==> config.mk <==
export PLATFORM = sky130hd
export DESIGN_NAME = irq_ctrl
export DESIGN_NICKNAME = d
export VERILOG_FILES = /design/src/irq_ctrl_pkg.sv /design/src/irq_ctrl.sv
export SDC_FILE = /design/constraint.sdc
export NUM_CORES = 1
export LEC_CHECK = 0
export BUFFER_PORTS_ARGS = -buffer_cell sky130_fd_sc_hd__clkbuf_2
export CAP_MARGIN = 5
export CORE_MARGIN = 1
export CORE_UTILIZATION = 30
export CTS_CLUSTER_DIAMETER = 200
export DETAILED_ROUTE_END_ITERATION = 7
export GPL_TIMING_DRIVEN = 0
export PLACE_DENSITY = 0.57
export SETUP_SLACK_MARGIN = 0.2
export SLEW_MARGIN = 10
export SYNTH_ARGS = -nofsm -noshare
export SYNTH_HDL_FRONTEND = slang
export SYNTH_SLANG_ARGS = --single-unit
export TNS_END_PERCENT = 20
==> constraint.sdc <==
create_clock -name i_ref_clk -period 4 [get_ports i_ref_clk]
set_clock_uncertainty 0.1 [all_clocks]
set_input_delay 0.8 -clock i_ref_clk [delete_from_list [all_inputs] [get_ports i_ref_clk]]
set_output_delay 0.8 -clock i_ref_clk [all_outputs]
set_load 0.02 [all_outputs]
==> src/irq_ctrl_pkg.sv <==
package irq_ctrl_pkg;

	// ************************************************************
	// source indices, in enable/priority bit order
	// ************************************************************
	localparam int NUM_SRC   = 13;
	localparam int NUM_LVL   = 4;
	localparam int SRC_EXT0  = 0;
	localparam int SRC_TMRA  = 1;
	localparam int SRC_EXT1  = 2;
	localparam int SRC_TMRB  = 3;
	localparam int SRC_UART  = 4;
	localparam int SRC_BROWN = 5;
	localparam int SRC_CONV  = 6;
	localparam int SRC_TWI   = 7;
	localparam int SRC_KEYP  = 8;
	localparam int SRC_CMPA  = 9;
	localparam int SRC_CMPB  = 10;
	localparam int SRC_WDOG  = 11;
	localparam int SRC_BRAKE = 12;

	// ************************************************************
	// timing
	// ************************************************************
	localparam int          CLK_PER_MC   = 4;
	localparam logic [1:0]  PHASE_C3     = 2'h2;
	localparam int          CALL_MC      = 4;
	localparam int          MAX_LAT_MC   = 12;
	localparam int          MAX_LAT_CLK  = MAX_LAT_MC * CLK_PER_MC;
	localparam logic [15:0] PC_RESET     = 16'h0000;
	localparam logic [1:0]  LVL_TOP      = 2'h3;

	// vector per source, indexed by source number
	localparam logic [15:0] VEC [NUM_SRC] = '{
		16'h0003, 16'h000b, 16'h0013, 16'h001b, 16'h0023, 16'h002b,
		16'h005b, 16'h0033, 16'h003b, 16'h0063, 16'h0043, 16'h0053,
		16'h0073};

	// arbitration order, first entry wins ties
	localparam int RANK [NUM_SRC] = '{
		SRC_EXT0, SRC_BROWN, SRC_WDOG, SRC_TMRA, SRC_TWI, SRC_CONV,
		SRC_EXT1, SRC_KEYP, SRC_CMPA, SRC_TMRB, SRC_CMPB, SRC_UART,
		SRC_BRAKE};

	// sources able to wake from power-down
	localparam logic [NUM_SRC-1:0] WAKE_PD = 13'h0765;

	// ************************************************************
	// sequencer handshake
	// ************************************************************
	typedef struct packed {
		logic last_mc;     // last machine cycle of instruction
		logic writes_ie;   // instruction writes enable/priority
		logic is_reti;     // return-from-interrupt executing
		logic is_ret;      // plain subroutine return executing
		logic [15:0] pc;   // current program counter
	} seq_info_t;

	typedef enum logic [1:0] {
		ST_IDLE = 2'b00,
		ST_CALL = 2'b01
	} call_state_t;

endpackage

==> src/irq_ctrl.sv <==
// Function
// no vectoring unless all call conditions hold; fresh poll every cycle
// denied requests are not remembered
// timer overflow flags clear on vectoring to them
// external flags clear on vectoring only in edge mode
// uart and watchdog flags untouched by vectoring
// hardware call pushes program counter only, not status word
// program counter loads the fixed vector of the source
// return-from-interrupt pops pc and ends current service level
// plain return pops pc but keeps service level
// level is high bit msb, low bit lsb; 00 lowest
// preempt only by strictly higher level; level 3 never preempted
// higher level request wins among simultaneous requests
// equal levels resolved by fixed rank
// enable/priority bit positions per source across two registers
// only listed sources wake from power-down
// conversion wake only when converter runs from internal rc
// external pins sampled at c3, flags polled next cycle
// call takes four machine cycles
// worst single latency twelve machine cycles, 48 clocks
// enabled external request wakes from power-down or idle
// no vectoring while equal or higher level in service
// vector only in last cycle, not after enable write or return
// master gate disables all sources
// one in-service bit per level; set on call, top cleared on return
`timescale 1ns/10ps
module irq_ctrl
	import irq_ctrl_pkg::*;
(
	input  wire logic                        i_ref_clk,
	input  wire logic                        i_reset,
	input  wire logic                        i_ext_request_pin_a,
	input  wire logic                        i_ext_request_pin_b,
	input  wire logic                        i_ext_a_edge_mode,
	input  wire logic                        i_ext_b_edge_mode,
	input  wire logic                        i_timer_a_overflow,
	input  wire logic                        i_timer_b_overflow,
	input  wire logic [irq_ctrl_pkg::NUM_SRC-1:0] i_flag_set,
	input  wire logic [irq_ctrl_pkg::NUM_SRC-1:0] i_flag_clr,
	input  wire logic [6:0]                  i_enable_reg_a,
	input  wire logic [5:0]                  i_enable_reg_b,
	input  wire logic                        i_master_irq_gate,
	input  wire logic [6:0]                  i_prio_low_reg_a,
	input  wire logic [6:0]                  i_prio_high_reg_a,
	input  wire logic [5:0]                  i_prio_low_reg_b,
	input  wire logic [5:0]                  i_prio_high_reg_b,
	input  wire logic                        i_conv_on_rc,
	input  wire logic                        i_power_down,
	input  wire logic                        i_idle,
	input  wire irq_ctrl_pkg::seq_info_t     i_seq,
	output logic [irq_ctrl_pkg::NUM_SRC-1:0] o_flags,
	output logic                             o_call_req,
	output logic [15:0]                      o_call_vector,
	output logic [15:0]                      o_push_pc,
	output logic                             o_call_busy,
	output logic [3:0]                       o_in_service,
	output logic                             o_wake
);
	import irq_ctrl_pkg::*;

	// ************************************************************
	// machine cycle phase
	// ************************************************************
	logic [1:0]         phase_q;
	logic               mc_end;
	logic               pin_a_q, pin_b_q;
	logic [NUM_SRC-1:0] flag_q, flag_d;
	logic [NUM_SRC-1:0] enab, prio_h, prio_l, req;
	logic [3:0]         ins_q, ins_d;
	logic               win_ok;
	logic [3:0]         win_src;
	logic [1:0]         win_lvl;
	logic [1:0]         cur_lvl;
	logic               busy_lvl;
	logic [2:0]         call_cnt_q;
	call_state_t        state_q;
	logic               fire;
	logic [5:0]         lat_q;

	assign mc_end = (phase_q == 2'h3);

	// four clocks per machine cycle
	always_ff @(posedge i_ref_clk) begin
		if (i_reset) begin
			phase_q <= 2'h0;
		end else begin
			phase_q <= phase_q + 2'h1;
		end
	end

	// ************************************************************
	// flags
	// ************************************************************
	// second register carries sources 7 to 12, brake at its top bit
	assign enab   = {i_enable_reg_b,
		i_enable_reg_a};
	assign prio_h = {i_prio_high_reg_b,
		i_prio_high_reg_a};
	assign prio_l = {i_prio_low_reg_b,
		i_prio_low_reg_a};

	// next flag values; set wins over clear
	always_comb begin
		flag_d = flag_q & ~i_flag_clr;
		if (phase_q == PHASE_C3) begin

			if (i_ext_a_edge_mode) begin
				if (pin_a_q && !i_ext_request_pin_a) flag_d[SRC_EXT0] = 1'b1;
			end else begin
				flag_d[SRC_EXT0] = ~i_ext_request_pin_a;
			end
			if (i_ext_b_edge_mode) begin
				if (pin_b_q && !i_ext_request_pin_b) flag_d[SRC_EXT1] = 1'b1;
			end else begin
				flag_d[SRC_EXT1] = ~i_ext_request_pin_b;
			end
		end
		// hardware clear on vectoring; uart/wdog untouched R5
		if (fire) begin
			if (win_src == 4'(SRC_TMRA)) flag_d[SRC_TMRA] = 1'b0;
			if (win_src == 4'(SRC_TMRB)) flag_d[SRC_TMRB] = 1'b0;
			if (win_src == 4'(SRC_EXT0) && i_ext_a_edge_mode)
				flag_d[SRC_EXT0] = 1'b0;
			if (win_src == 4'(SRC_EXT1) && i_ext_b_edge_mode)
				flag_d[SRC_EXT1] = 1'b0;
		end
		flag_d = flag_d | i_flag_set;
		if (phase_q == PHASE_C3) begin
			flag_d[SRC_TMRA] = flag_d[SRC_TMRA] | i_timer_a_overflow;
			flag_d[SRC_TMRB] = flag_d[SRC_TMRB] | i_timer_b_overflow;
		end
	end

	// flag registers and pin samples
	always_ff @(posedge i_ref_clk) begin
		if (i_reset) begin
			flag_q  <= '0;
			pin_a_q <= 1'b1;
			pin_b_q <= 1'b1;
		end else begin
			flag_q <= flag_d;
			if (phase_q == PHASE_C3) begin
				pin_a_q <= i_ext_request_pin_a;
				pin_b_q <= i_ext_request_pin_b;
			end
		end
	end

	// ************************************************************
	// poll and arbitration
	// ************************************************************
	assign req = flag_q & enab & {NUM_SRC{i_master_irq_gate}};

	// level then rank selection
	always_comb begin
		win_ok  = 1'b0;
		win_src = 4'h0;
		win_lvl = 2'h0;
		for (int l = NUM_LVL - 1; l >= 0; l--) begin
			for (int r = 0; r < NUM_SRC; r++) begin
				if (!win_ok && req[RANK[r]] &&
					{prio_h[RANK[r]], prio_l[RANK[r]]} == 2'(l)) begin
					win_ok  = 1'b1;
					win_src = 4'(RANK[r]);
					win_lvl = 2'(l);
				end
			end
		end
	end

	// highest level in service
	always_comb begin
		busy_lvl = |ins_q;
		cur_lvl  = 2'h0;
		for (int l = 0; l < NUM_LVL; l++) begin
			if (ins_q[l]) cur_lvl = 2'(l);
		end
	end

	// call only when all conditions hold this machine cycle
	assign fire = mc_end && win_ok && state_q == ST_IDLE && i_seq.last_mc &&
		!i_seq.writes_ie && !i_seq.is_reti &&
		(!busy_lvl || win_lvl > cur_lvl);

	// clocks an eligible request waits with nothing in service
	always_ff @(posedge i_ref_clk) begin
		if (i_reset) begin
			lat_q <= 6'h00;
		end else if (win_ok && !busy_lvl && state_q == ST_IDLE && !fire &&
			!i_power_down && !i_idle) begin
			if (lat_q != 6'h3f) lat_q <= lat_q + 6'h01;
		end else begin
			lat_q <= 6'h00;
		end
	end

	// ************************************************************
	// in-service tracking
	// ************************************************************
	always_comb begin
		ins_d = ins_q;
		if (i_seq.is_reti && mc_end) begin
			if (ins_q[3]) ins_d[3] = 1'b0;
			else if (ins_q[2]) ins_d[2] = 1'b0;
			else if (ins_q[1]) ins_d[1] = 1'b0;
			else ins_d[0] = 1'b0;
		end
		// plain return leaves ins untouched R9
		if (fire) ins_d[win_lvl] = 1'b1;
	end

	always_ff @(posedge i_ref_clk) begin
		if (i_reset) begin
			ins_q <= 4'h0;
		end else begin
			ins_q <= ins_d;
		end
	end

	// ************************************************************
	// hardware call sequence
	// ************************************************************
	always_ff @(posedge i_ref_clk) begin
		if (i_reset) begin
			state_q       <= ST_IDLE;
			call_cnt_q    <= 3'h0;
			o_call_req    <= 1'b0;
			o_call_vector <= PC_RESET;
			o_push_pc     <= PC_RESET;
		end else begin
			o_call_req <= fire;
			unique case (state_q)
				ST_IDLE: begin
					if (fire) begin
						state_q       <= ST_CALL;
						call_cnt_q    <= 3'(CALL_MC);
						o_call_vector <= VEC[win_src];
						o_push_pc     <= i_seq.pc;
					end
				end
				ST_CALL: begin
					if (mc_end) begin
						if (call_cnt_q == 3'h1) state_q <= ST_IDLE;
						call_cnt_q <= call_cnt_q - 3'h1;
					end
				end
			endcase
		end
	end

	// ************************************************************
	// outputs and wake
	// ************************************************************
	always_ff @(posedge i_ref_clk) begin
		if (i_reset) begin
			o_flags      <= '0;
			o_in_service <= 4'h0;
			o_call_busy  <= 1'b0;
			o_wake       <= 1'b0;
		end else begin
			o_flags      <= flag_d;
			o_in_service <= ins_d;
			// drops on the edge that ends the fourth machine cycle
			o_call_busy  <= fire || (state_q == ST_CALL &&
				!(mc_end && call_cnt_q == 3'h1));
			o_wake <= (i_power_down &&
				|(req & WAKE_PD & ~({NUM_SRC{!i_conv_on_rc}} &
				(NUM_SRC'(1) << SRC_CONV)))) ||
				(i_idle && |req) ||
				(i_power_down && |(req & (NUM_SRC'(1) << SRC_EXT0
				| NUM_SRC'(1) << SRC_EXT1)));
		end
	end

	// ************************************************************
	// checks
	// ************************************************************
	property p_no_call_when_write;
		@(posedge i_ref_clk) disable iff (i_reset)
		(i_seq.writes_ie || i_seq.is_reti || !i_seq.last_mc) |=> !o_call_req;
	endproperty
	a_no_call_when_write: assert property (p_no_call_when_write)
		else $error("call issued in blocked cycle");

	property p_no_preempt_top;
		@(posedge i_ref_clk) disable iff (i_reset)
		ins_q[3] && !i_seq.is_reti |=> !o_call_req;
	endproperty
	a_no_preempt_top: assert property (p_no_preempt_top)
		else $error("level 3 routine preempted");

	property p_timer_clear;
		@(posedge i_ref_clk) disable iff (i_reset)
		fire && win_src == 4'(SRC_TMRA) && !i_flag_set[SRC_TMRA] &&
		!(phase_q == PHASE_C3 && i_timer_a_overflow) |=> !flag_q[SRC_TMRA];
	endproperty
	a_timer_clear: assert property (p_timer_clear)
		else $error("timer flag not cleared on vectoring");

	property p_uart_kept;
		@(posedge i_ref_clk) disable iff (i_reset)
		fire && !i_flag_clr[SRC_UART] && flag_q[SRC_UART]
		|=> flag_q[SRC_UART];
	endproperty
	a_uart_kept: assert property (p_uart_kept)
		else $error("uart flag cleared by vectoring");

	property p_call_length;
		@(posedge i_ref_clk) disable iff (i_reset)
		o_call_req |-> o_call_busy [*8];
	endproperty
	a_call_length: assert property (p_call_length)
		else $error("call sequence too short");

	property p_vector_ext0;
		@(posedge i_ref_clk) disable iff (i_reset)
		fire && win_src == 4'(SRC_EXT0) |=> o_call_vector == 16'h0003;
	endproperty
	a_vector_ext0: assert property (p_vector_ext0)
		else $error("wrong vector for ext0");

	property p_gate_off;
		@(posedge i_ref_clk) disable iff (i_reset)
		!i_master_irq_gate |=> !o_call_req;
	endproperty
	a_gate_off: assert property (p_gate_off)
		else $error("call with master gate off");

	property p_ret_keeps;
		@(posedge i_ref_clk) disable iff (i_reset)
		i_seq.is_ret && !i_seq.is_reti && !fire |=> ins_q == $past(ins_q);
	endproperty
	a_ret_keeps: assert property (p_ret_keeps)
		else $error("plain return changed service state");

	property p_latency;
		@(posedge i_ref_clk) disable iff (i_reset)
		lat_q < 6'(MAX_LAT_CLK);
	endproperty
	a_latency: assert property (p_latency)
		else $error("request waited beyond worst-case latency");

	property p_level_follow;
		@(posedge i_ref_clk) disable iff (i_reset)
		phase_q == PHASE_C3 && !i_ext_a_edge_mode && !i_flag_set[SRC_EXT0]
		|=> flag_q[SRC_EXT0] == !$past(i_ext_request_pin_a);
	endproperty
	a_level_follow: assert property (p_level_follow)
		else $error("level mode flag not following pin");

	property p_service_mark;
		@(posedge i_ref_clk) disable iff (i_reset)
		fire |=> ins_q[$past(win_lvl)];
	endproperty
	a_service_mark: assert property (p_service_mark)
		else $error("in-service bit not set on call");

	c_call: cover property (@(posedge i_ref_clk) o_call_req);
	c_nest: cover property (@(posedge i_ref_clk) ins_q[0] && ins_q[2]);
	c_wake: cover property (@(posedge i_ref_clk) o_wake);
	c_reti: cover property (@(posedge i_ref_clk)
		i_seq.is_reti && mc_end && |ins_q);
	c_block: cover property (@(posedge i_ref_clk)
		mc_end && win_ok && i_seq.writes_ie);
endmodule

## After elaboration in Yosys (flattened, before gate mapping)

Memories as Yosys holds them, arrays and structs flattened. A register that Yosys moved wholly into a read port is not among the register bits.
Cells that the tools add are included.

| storage, ports and cells | value |
|---|---|
| register bits after elaboration | 45 |
| ROM bits | 256 |
| output and inout bits | 52 |
| memories | 1 |
| word-level logic and storage cells | 468 |
| input bits | 97 |

| cells by class | value |
|---|---|
| $lt $le $gt $ge | 3 |
| eq/ne operators | 49 |
| multiplexer cells | 185 |
| bitwise logic cells | 13 |
| reduce and logical (&&, ||, !) cells | 204 |
| $add $sub $neg | 2 |

Memories:

| name | depth | bits a word | read ports | clocked after Yosys merged registers in | write ports | line | text |
|---|---|---|---|---|---|---|---|
| (name not given) | 16 | 16 | 1 | 1 | 0 | irq_ctrl.sv:237 | `o_call_vector <= VEC[win_src];` |

Operator list:

| cell | number |
|---|---|
| $mux 4 | 53 |
| $logic_and 1x1->1 | 120 |
| $mux 2 | 58 |
| $mux 1 | 67 |
| $logic_not 1->1 | 58 |
| $eq 2x2->1 const B | 28 |
| $and 13x13->13 | 3 |
| $eq 2x1->1 const B | 14 |
| $logic_not 2->1 | 14 |
| $reduce_or 13->1 | 2 |
| $and 11x13->13 | 1 |
| $not 13->13 | 1 |
| $not 7->13 | 1 |
| $or 13x13->13 | 1 |
| $mux 3 | 4 |
| $eq 4x2->1 const B | 2 |
| $ne 2x2->1 const B | 3 |
| $pmux 3 s2 | 1 |
| $not 4->5 | 1 |
| $eq 4x1->1 const B | 1 |
| $logic_not 4->1 | 1 |
| $logic_or 1x1->1 | 4 |
| $or 4x4->4 | 1 |
| $pmux 2 s2 | 1 |
| other kinds (13) | 16 |

## Depth between registers and ports, before layout

| logic depth | value |
|---|---|
| depth after elaboration | 218 |
| gate-level depth with buffers | 19 |
| depth with buffers taken out | 16 |

## Worst setup path after synthesis

No wires, ideal clock.

| timing path | value |
|---|---|
| path type | input-to-reg |
| start | in i_master_irq_gate |
| end | reg o_call_vector[4] |
| data arrival time | 3.890 ns |
| setup slack | -0.075 ns |
| setup time | 0.086 ns |
| data required time | 3.814 ns |
| cell stages on the path | 16 |
| buffers on the path | 3 |
| cells stage by stage | buf_2 nand3_1 or3b_1 and4_1 nand4_2 buf_2 o2111ai_1 a211oi_1 ha_1 a21oi_1 nor2_1 nor3_1 o31a_1 clkbuf_1 nor2_1 a211oi_1 |

| between the ends | value |
|---|---|
| longest elaborated chain between the ends | 214 |

Ends and longest elaborated chain:

| what | line | text |
|---|---|---|
| from (decl) | irq_ctrl.sv:42 | `input wire logic i_master_irq_gate,` |
| $and 13x13->13 * | irq_ctrl.sv:152 | `assign req = flag_q & enab & {NUM_SRC{i_master_irq_gate}};` |
| $logic_and 1x1->1 | irq_ctrl.sv:161 | `if (!win_ok && req[RANK[r]] &&` |
| $mux 1 | irq_ctrl.sv:161 |  |
| $logic_not 1->1 | irq_ctrl.sv:161 |  |
| $logic_and 1x1->1 (2 in series) | irq_ctrl.sv:161 |  |
| $mux 1 | irq_ctrl.sv:161 |  |
| $logic_not 1->1 | irq_ctrl.sv:161 |  |
| $logic_and 1x1->1 (2 in series) | irq_ctrl.sv:161 |  |
| [... 190 more ...] | - |  |
| $logic_and 1x1->1 (2 in series) | irq_ctrl.sv:161 |  |
| $mux 1 | irq_ctrl.sv:161 |  |
| $logic_not 1->1 | irq_ctrl.sv:161 |  |
| $logic_and 1x1->1 (2 in series) | irq_ctrl.sv:161 |  |
| $mux 1 | irq_ctrl.sv:161 |  |
| $logic_and 1x1->1 (4 in series) | irq_ctrl.sv:181 | `assign fire = mc_end && win_ok && state_q == ST_IDLE && i_seq.last_mc &&` |
| $logic_and 1x1->1 (2 in series) | irq_ctrl.sv:182 | `!i_seq.writes_ie && !i_seq.is_reti &&` |
| $reduce_and 2->1 (no line) | - |  |
| to (decl) | irq_ctrl.sv:53 | `output logic [15:0] o_call_vector,` |

Mark *: on every way between the ends. The rest lies on a longest branch, timed or not.
A chain may end at the register's enable or synchronous reset.

## Worst setup path after layout

| timing path | value |
|---|---|
| start | in i_master_irq_gate |
| end | reg call_cnt_q[1] |

| between the ends | value |
|---|---|
| longest elaborated chain between the ends | 215 |

Ends and longest elaborated chain:

| what | line | text |
|---|---|---|
| $and 13x13->13 * | irq_ctrl.sv:152 |  |
| $logic_and 1x1->1 | irq_ctrl.sv:161 |  |
| $mux 1 | irq_ctrl.sv:161 |  |
| $logic_not 1->1 | irq_ctrl.sv:161 |  |
| $logic_and 1x1->1 (2 in series) | irq_ctrl.sv:161 |  |
| $mux 1 | irq_ctrl.sv:161 |  |
| $logic_not 1->1 | irq_ctrl.sv:161 |  |
| $logic_and 1x1->1 (2 in series) | irq_ctrl.sv:161 |  |
| [... 193 more ...] | - |  |
| $logic_not 1->1 | irq_ctrl.sv:161 |  |
| $logic_and 1x1->1 (2 in series) | irq_ctrl.sv:161 |  |
| $mux 1 | irq_ctrl.sv:161 |  |
| $logic_and 1x1->1 (4 in series) | irq_ctrl.sv:181 |  |
| $logic_and 1x1->1 | irq_ctrl.sv:182 |  |
| $logic_and 1x1->1 * | irq_ctrl.sv:182 |  |
| $ne 2x2->1 (no line) * | - |  |
| $reduce_and 2->1 (no line) * | - |  |
| to (signal assigned) | irq_ctrl.sv:236 | `call_cnt_q <= 3'(CALL_MC);` |
| to (signal assigned) | irq_ctrl.sv:244 | `call_cnt_q <= call_cnt_q - 3'h1;` |
| to (decl) | irq_ctrl.sv:75 | `logic [2:0] call_cnt_q;` |

Marks and branches as above.

==> impl_metrics.csv <==
group,metric,value,unit
routing,drt_iter0_markers,360,
hold_path,whs_path_depth,2,
clocking,clkSinkCount,49,
critical_path,startpoint_type,"input port",
synthesis,synthArstFlopShare,0,%
routing,ant_nets,0,
synthesis,synth_warnings,0,
clocking,worst_skew_pair.late_latency,300,ps
hold_path,holdPathEnd,"o_push_pc[7]",
synthesis,synth_edf_count,0,
placed_design,portBuffers,136,
timing,slew_headroom,50.1,%
power,ir_worst_vdd,0.000176,V
critical_path,critPathKind,"input port to register",
timing,finalSetupViolCount,0,
synthesis,ys_dominant_reg_cell,"dfxtp_1",
timing,slew_violations,0,
routing,drc_errors,0,
critical_path,reg2reg_setup_slack,240,ps
floorplanning,fp.dieW,115,um
clocking,cts_tree,"built",
floorplanning,core-area,12200,um2
global_route,antenna_found_initial,0,
hold_path,holdCritStartpoint,"o_push_pc[7]",
placed_design,post-dp-hpwl,11.2,mm
floorplanning,initial_core_util,31.3,%
routing,dr_total_vias,4682,
hold_path,hp-class,"register to register",
floorplanning,die_y,115,um
critical_path,crit_path_max_fanout,6,
power,p_per_area,243,nW/um2
cells_and_area,drive_above_1_share,42.8,%
global_route,first_global_vias,4232,
placed_design,dpl_cell_area,4870,um2
timing,worst_pin_slew,743,ps
synthesis,ys_seq_elements,49,
global_route,gr-total-overflow,0,
cells_and_area,synthToLayoutAreaGrowth,54.4,%
floorplanning,die_area,13100,um2
cells_and_area,finalNetCount,818,
routing,routed_via_density,5.32,
clocking,cts-root-buf,"clkbuf_16",
routing,wirelength,15.0,mm
critical_path,reg2regPathDepth,18,
synthesis,synth_area,3800,um2
placed_design,gp_congestion,0.908,
power,p_leak,2.58,nW
global_route,track_usage,22.0,%
floorplanning,ios,149,
critical_path,cp.required,4070,ps
synthesis,synthCells,504,
timing,grt_setup_unrepaired,"yes",
clocking,cts.path.max_buffers,2,
timing,fin_crit_sh,98.3,%
routing,wl_per_cell,17.0,um
clocking,ctsHoldBuffers,0,
clocking,htree_levels,2,
critical_path,cp.arrival,4000,ps
clocking,cts_made_buffers,5,
global_route,grt_start_max_net_pins,18,
cells_and_area,final_cell_area,5870,um2
critical_path,r2r_start,"o_flags[2]",
run_status,status,"finished, final reports clean",
routing,drtPass1Iterations,5,
timing,hold_viol,0,
job,cap_violations,0,
cells_and_area,antenna_cells,0,
timing,min_period,3930,ps
global_route,grt_pass1_wl,22.2,mm
timing,clock.fmax,254,MHz
synthesis,syn_area_per_cell,7.54,um2
clocking,clkTransAtPathRegs,70,ps
critical_path,end_kind,"register",
floorplanning,num_rows,40,
synthesis,ys_seq_area_share,25.8,%
critical_path,r2r_end,"call_cnt_q[1]",
synthesis,synth.distinct_cells,80,
timing,finalSetupTns,0,ps
[cell usage in the layout, fill, tap and decap left out, types with 5 or more instances in the layout]
| master | Yosys | layout |
|---|---|---|
| clkbuf_2 | 0 | 135 |
| nand2_1 | 62 | 56 |
| buf_4 | 11 | 56 |
| dfxtp_1 | 49 | 49 |
| nor2_1 | 50 | 42 |
| a21oi_1 | 44 | 37 |
| inv_1 | 33 | 33 |
| nand3_1 | 23 | 22 |
| o21ai_0 | 18 | 18 |
| nand4_1 | 16 | 16 |
| nor3_1 | 11 | 10 |
| conb_1 | 1 | 10 |
| nor4_1 | 10 | 9 |
| ha_1 | 10 | 9 |
| buf_6 | 1 | 8 |
| clkbuf_16 | 0 | 8 |
| a21oi_2 | 0 | 7 |
| or3_1 | 7 | 6 |
| nand4b_1 | 6 | 6 |
| a211oi_1 | 8 | 6 |
| nor2b_1 | 6 | 6 |
| and4_4 | 0 | 5 |
| o211ai_1 | 5 | 5 |
| nor2_4 | 0 | 5 |
| o32ai_1 | 6 | 5 |
| nand2b_1 | 5 | 5 |
[worst max-delay path, stage by stage]
cell,delay [ps]
clkbuf_16,140
buf_16,120
nand3_4,70
or3b_4,410
and4_4,230
buf_6,120
nand4_4,100
buf_6,130
o2111ai_4,110
a211oi_4,230
ha_2,320
a21oi_2,140
nor2_2,60
nor3_4,270
buf_4,160
buf_6,110
o31ai_4,100
clkbuf_8,210
a31oi_4,120
nor2_1,50
[cell usage after synthesis (3+ instances only)]
library cell,n,area [um2]
nand2_1,62,233
nor2_1,50,188
dfxtp_1,49,981
a21oi_1,44,220
inv_1,33,124
nand3_1,23,115
o21ai_0,18,90.1
nand4_1,16,100
buf_4,11,82.6
nor3_1,11,55.1
ha_1,10,125
nor4_1,10,62.6
a211oi_1,8,60.1
and4_1,7,61.3
clkbuf_1,7,26.3
or3_1,7,43.8
nand4b_1,6,52.6
nor2b_1,6,37.5
o32ai_1,6,52.6
and3_1,5,31.3
buf_2,5,25.0
nand2b_1,5,31.3
o211ai_1,5,37.5
o22ai_1,5,31.3
o31ai_1,5,37.5
a31oi_1,4,25.0
nand3b_1,4,30.0
nand4_2,4,50.1
or2_2,4,25.0
a21o_1,3,22.5
a22oi_1,3,22.5
a2bb2oi_1,3,26.3
or4_1,3,22.5
[where the power goes]
group          switching (mW)  total, mW  internal, mW
Combinational           0.254      0.458         0.203
Clock                   0.212      0.449         0.237
Sequential             0.0193      0.522         0.502
[metal layers]
layer / up-vias / part of all wire (%) / routed length (um) / global-route usage [%]
met5: - / 0 / 0 / 0
met4: 0 / 1.7 / 262 / 8.14
met3: 22 / 5.0 / 753 / 3.39
met2: 182 / 46 / 6880 / 34.6
met1: 2180 / 47 / 7090 / 30.4
li1: 2298 / - / - / -
[through the flow]
step	hold slack (ps)	power, mW	setup WS, ps	instances	util [%]
after floorplan	317	0.756	201	513	-
after global placement	326	0.891	-872	817	40.0
after detailed placement	343	0.893	-792	817	40.0
after CTS	355	1.40	162	863	45.1
after global routing	378	1.50	-61.8	880	48.3
final	358	1.43	66.7	880	48.3
[cell families (layout without fill, tap and decap cells)]
| group | Yosys count | count (layout) | share of synthesized area, % |
|---|---|---|---|
| compound gates | 138 | 139 | 25.4 |
| fa+ha+maj | 10 | 10 | 3.29 |
| buf+inv | 60 | 258 | 7.80 |
| flops | 49 | 49 | 25.8 |
| mux | 2 | 2 | 0.559 |
| other cells | 1 | 10 | 0.0986 |
| simple gates | 244 | 244 | 37.1 |
[timing repair]
| action | 4_1_cts | 5_1_grt |
|---|---|---|
| resized for setup | 35 | 50 |
| setup endpoints to repair | 35 | 33 |
| setup buffers | 36 | 13 |
| cloned | 2 | 4 |
| pin swaps | 31 | 27 |
[flip-flops by register name, summed over array words and instances, names as in the netlist, 2 cells and up]
register	flops
call_cnt_q	3
o_call_vector	5
o_in_service	4
o_push_pc	16
o_flags	13
phase_q	2
[worst max path at each step]
stage | start | slack (ps) | end
finish | i_master_irq_gate | 70 | call_cnt_q[1]
global route | i_master_irq_gate | -60 | o_flags[1]
CTS | i_master_irq_gate | 160 | o_push_pc[2]
detailed placement | i_master_irq_gate | -790 | o_flags[1]
global placement | i_master_irq_gate | -870 | o_flags[1]
floorplan | i_master_irq_gate | 200 | o_flags[1]
[layout make-up]
class / instances / area (um2)
clock buffers: 5 / 125
inverters: 33 / 124
repair buffers: 190 / 1200
well taps: 168 / 210
fillers: 1198 / 6290
clock inverters: 3 / 26.3
flip-flops and latches: 49 / 981
plain buffers: 27 / 240
multi-input cells: 405 / 2970
No activity file was read; power rests on OpenSTA's default activity.
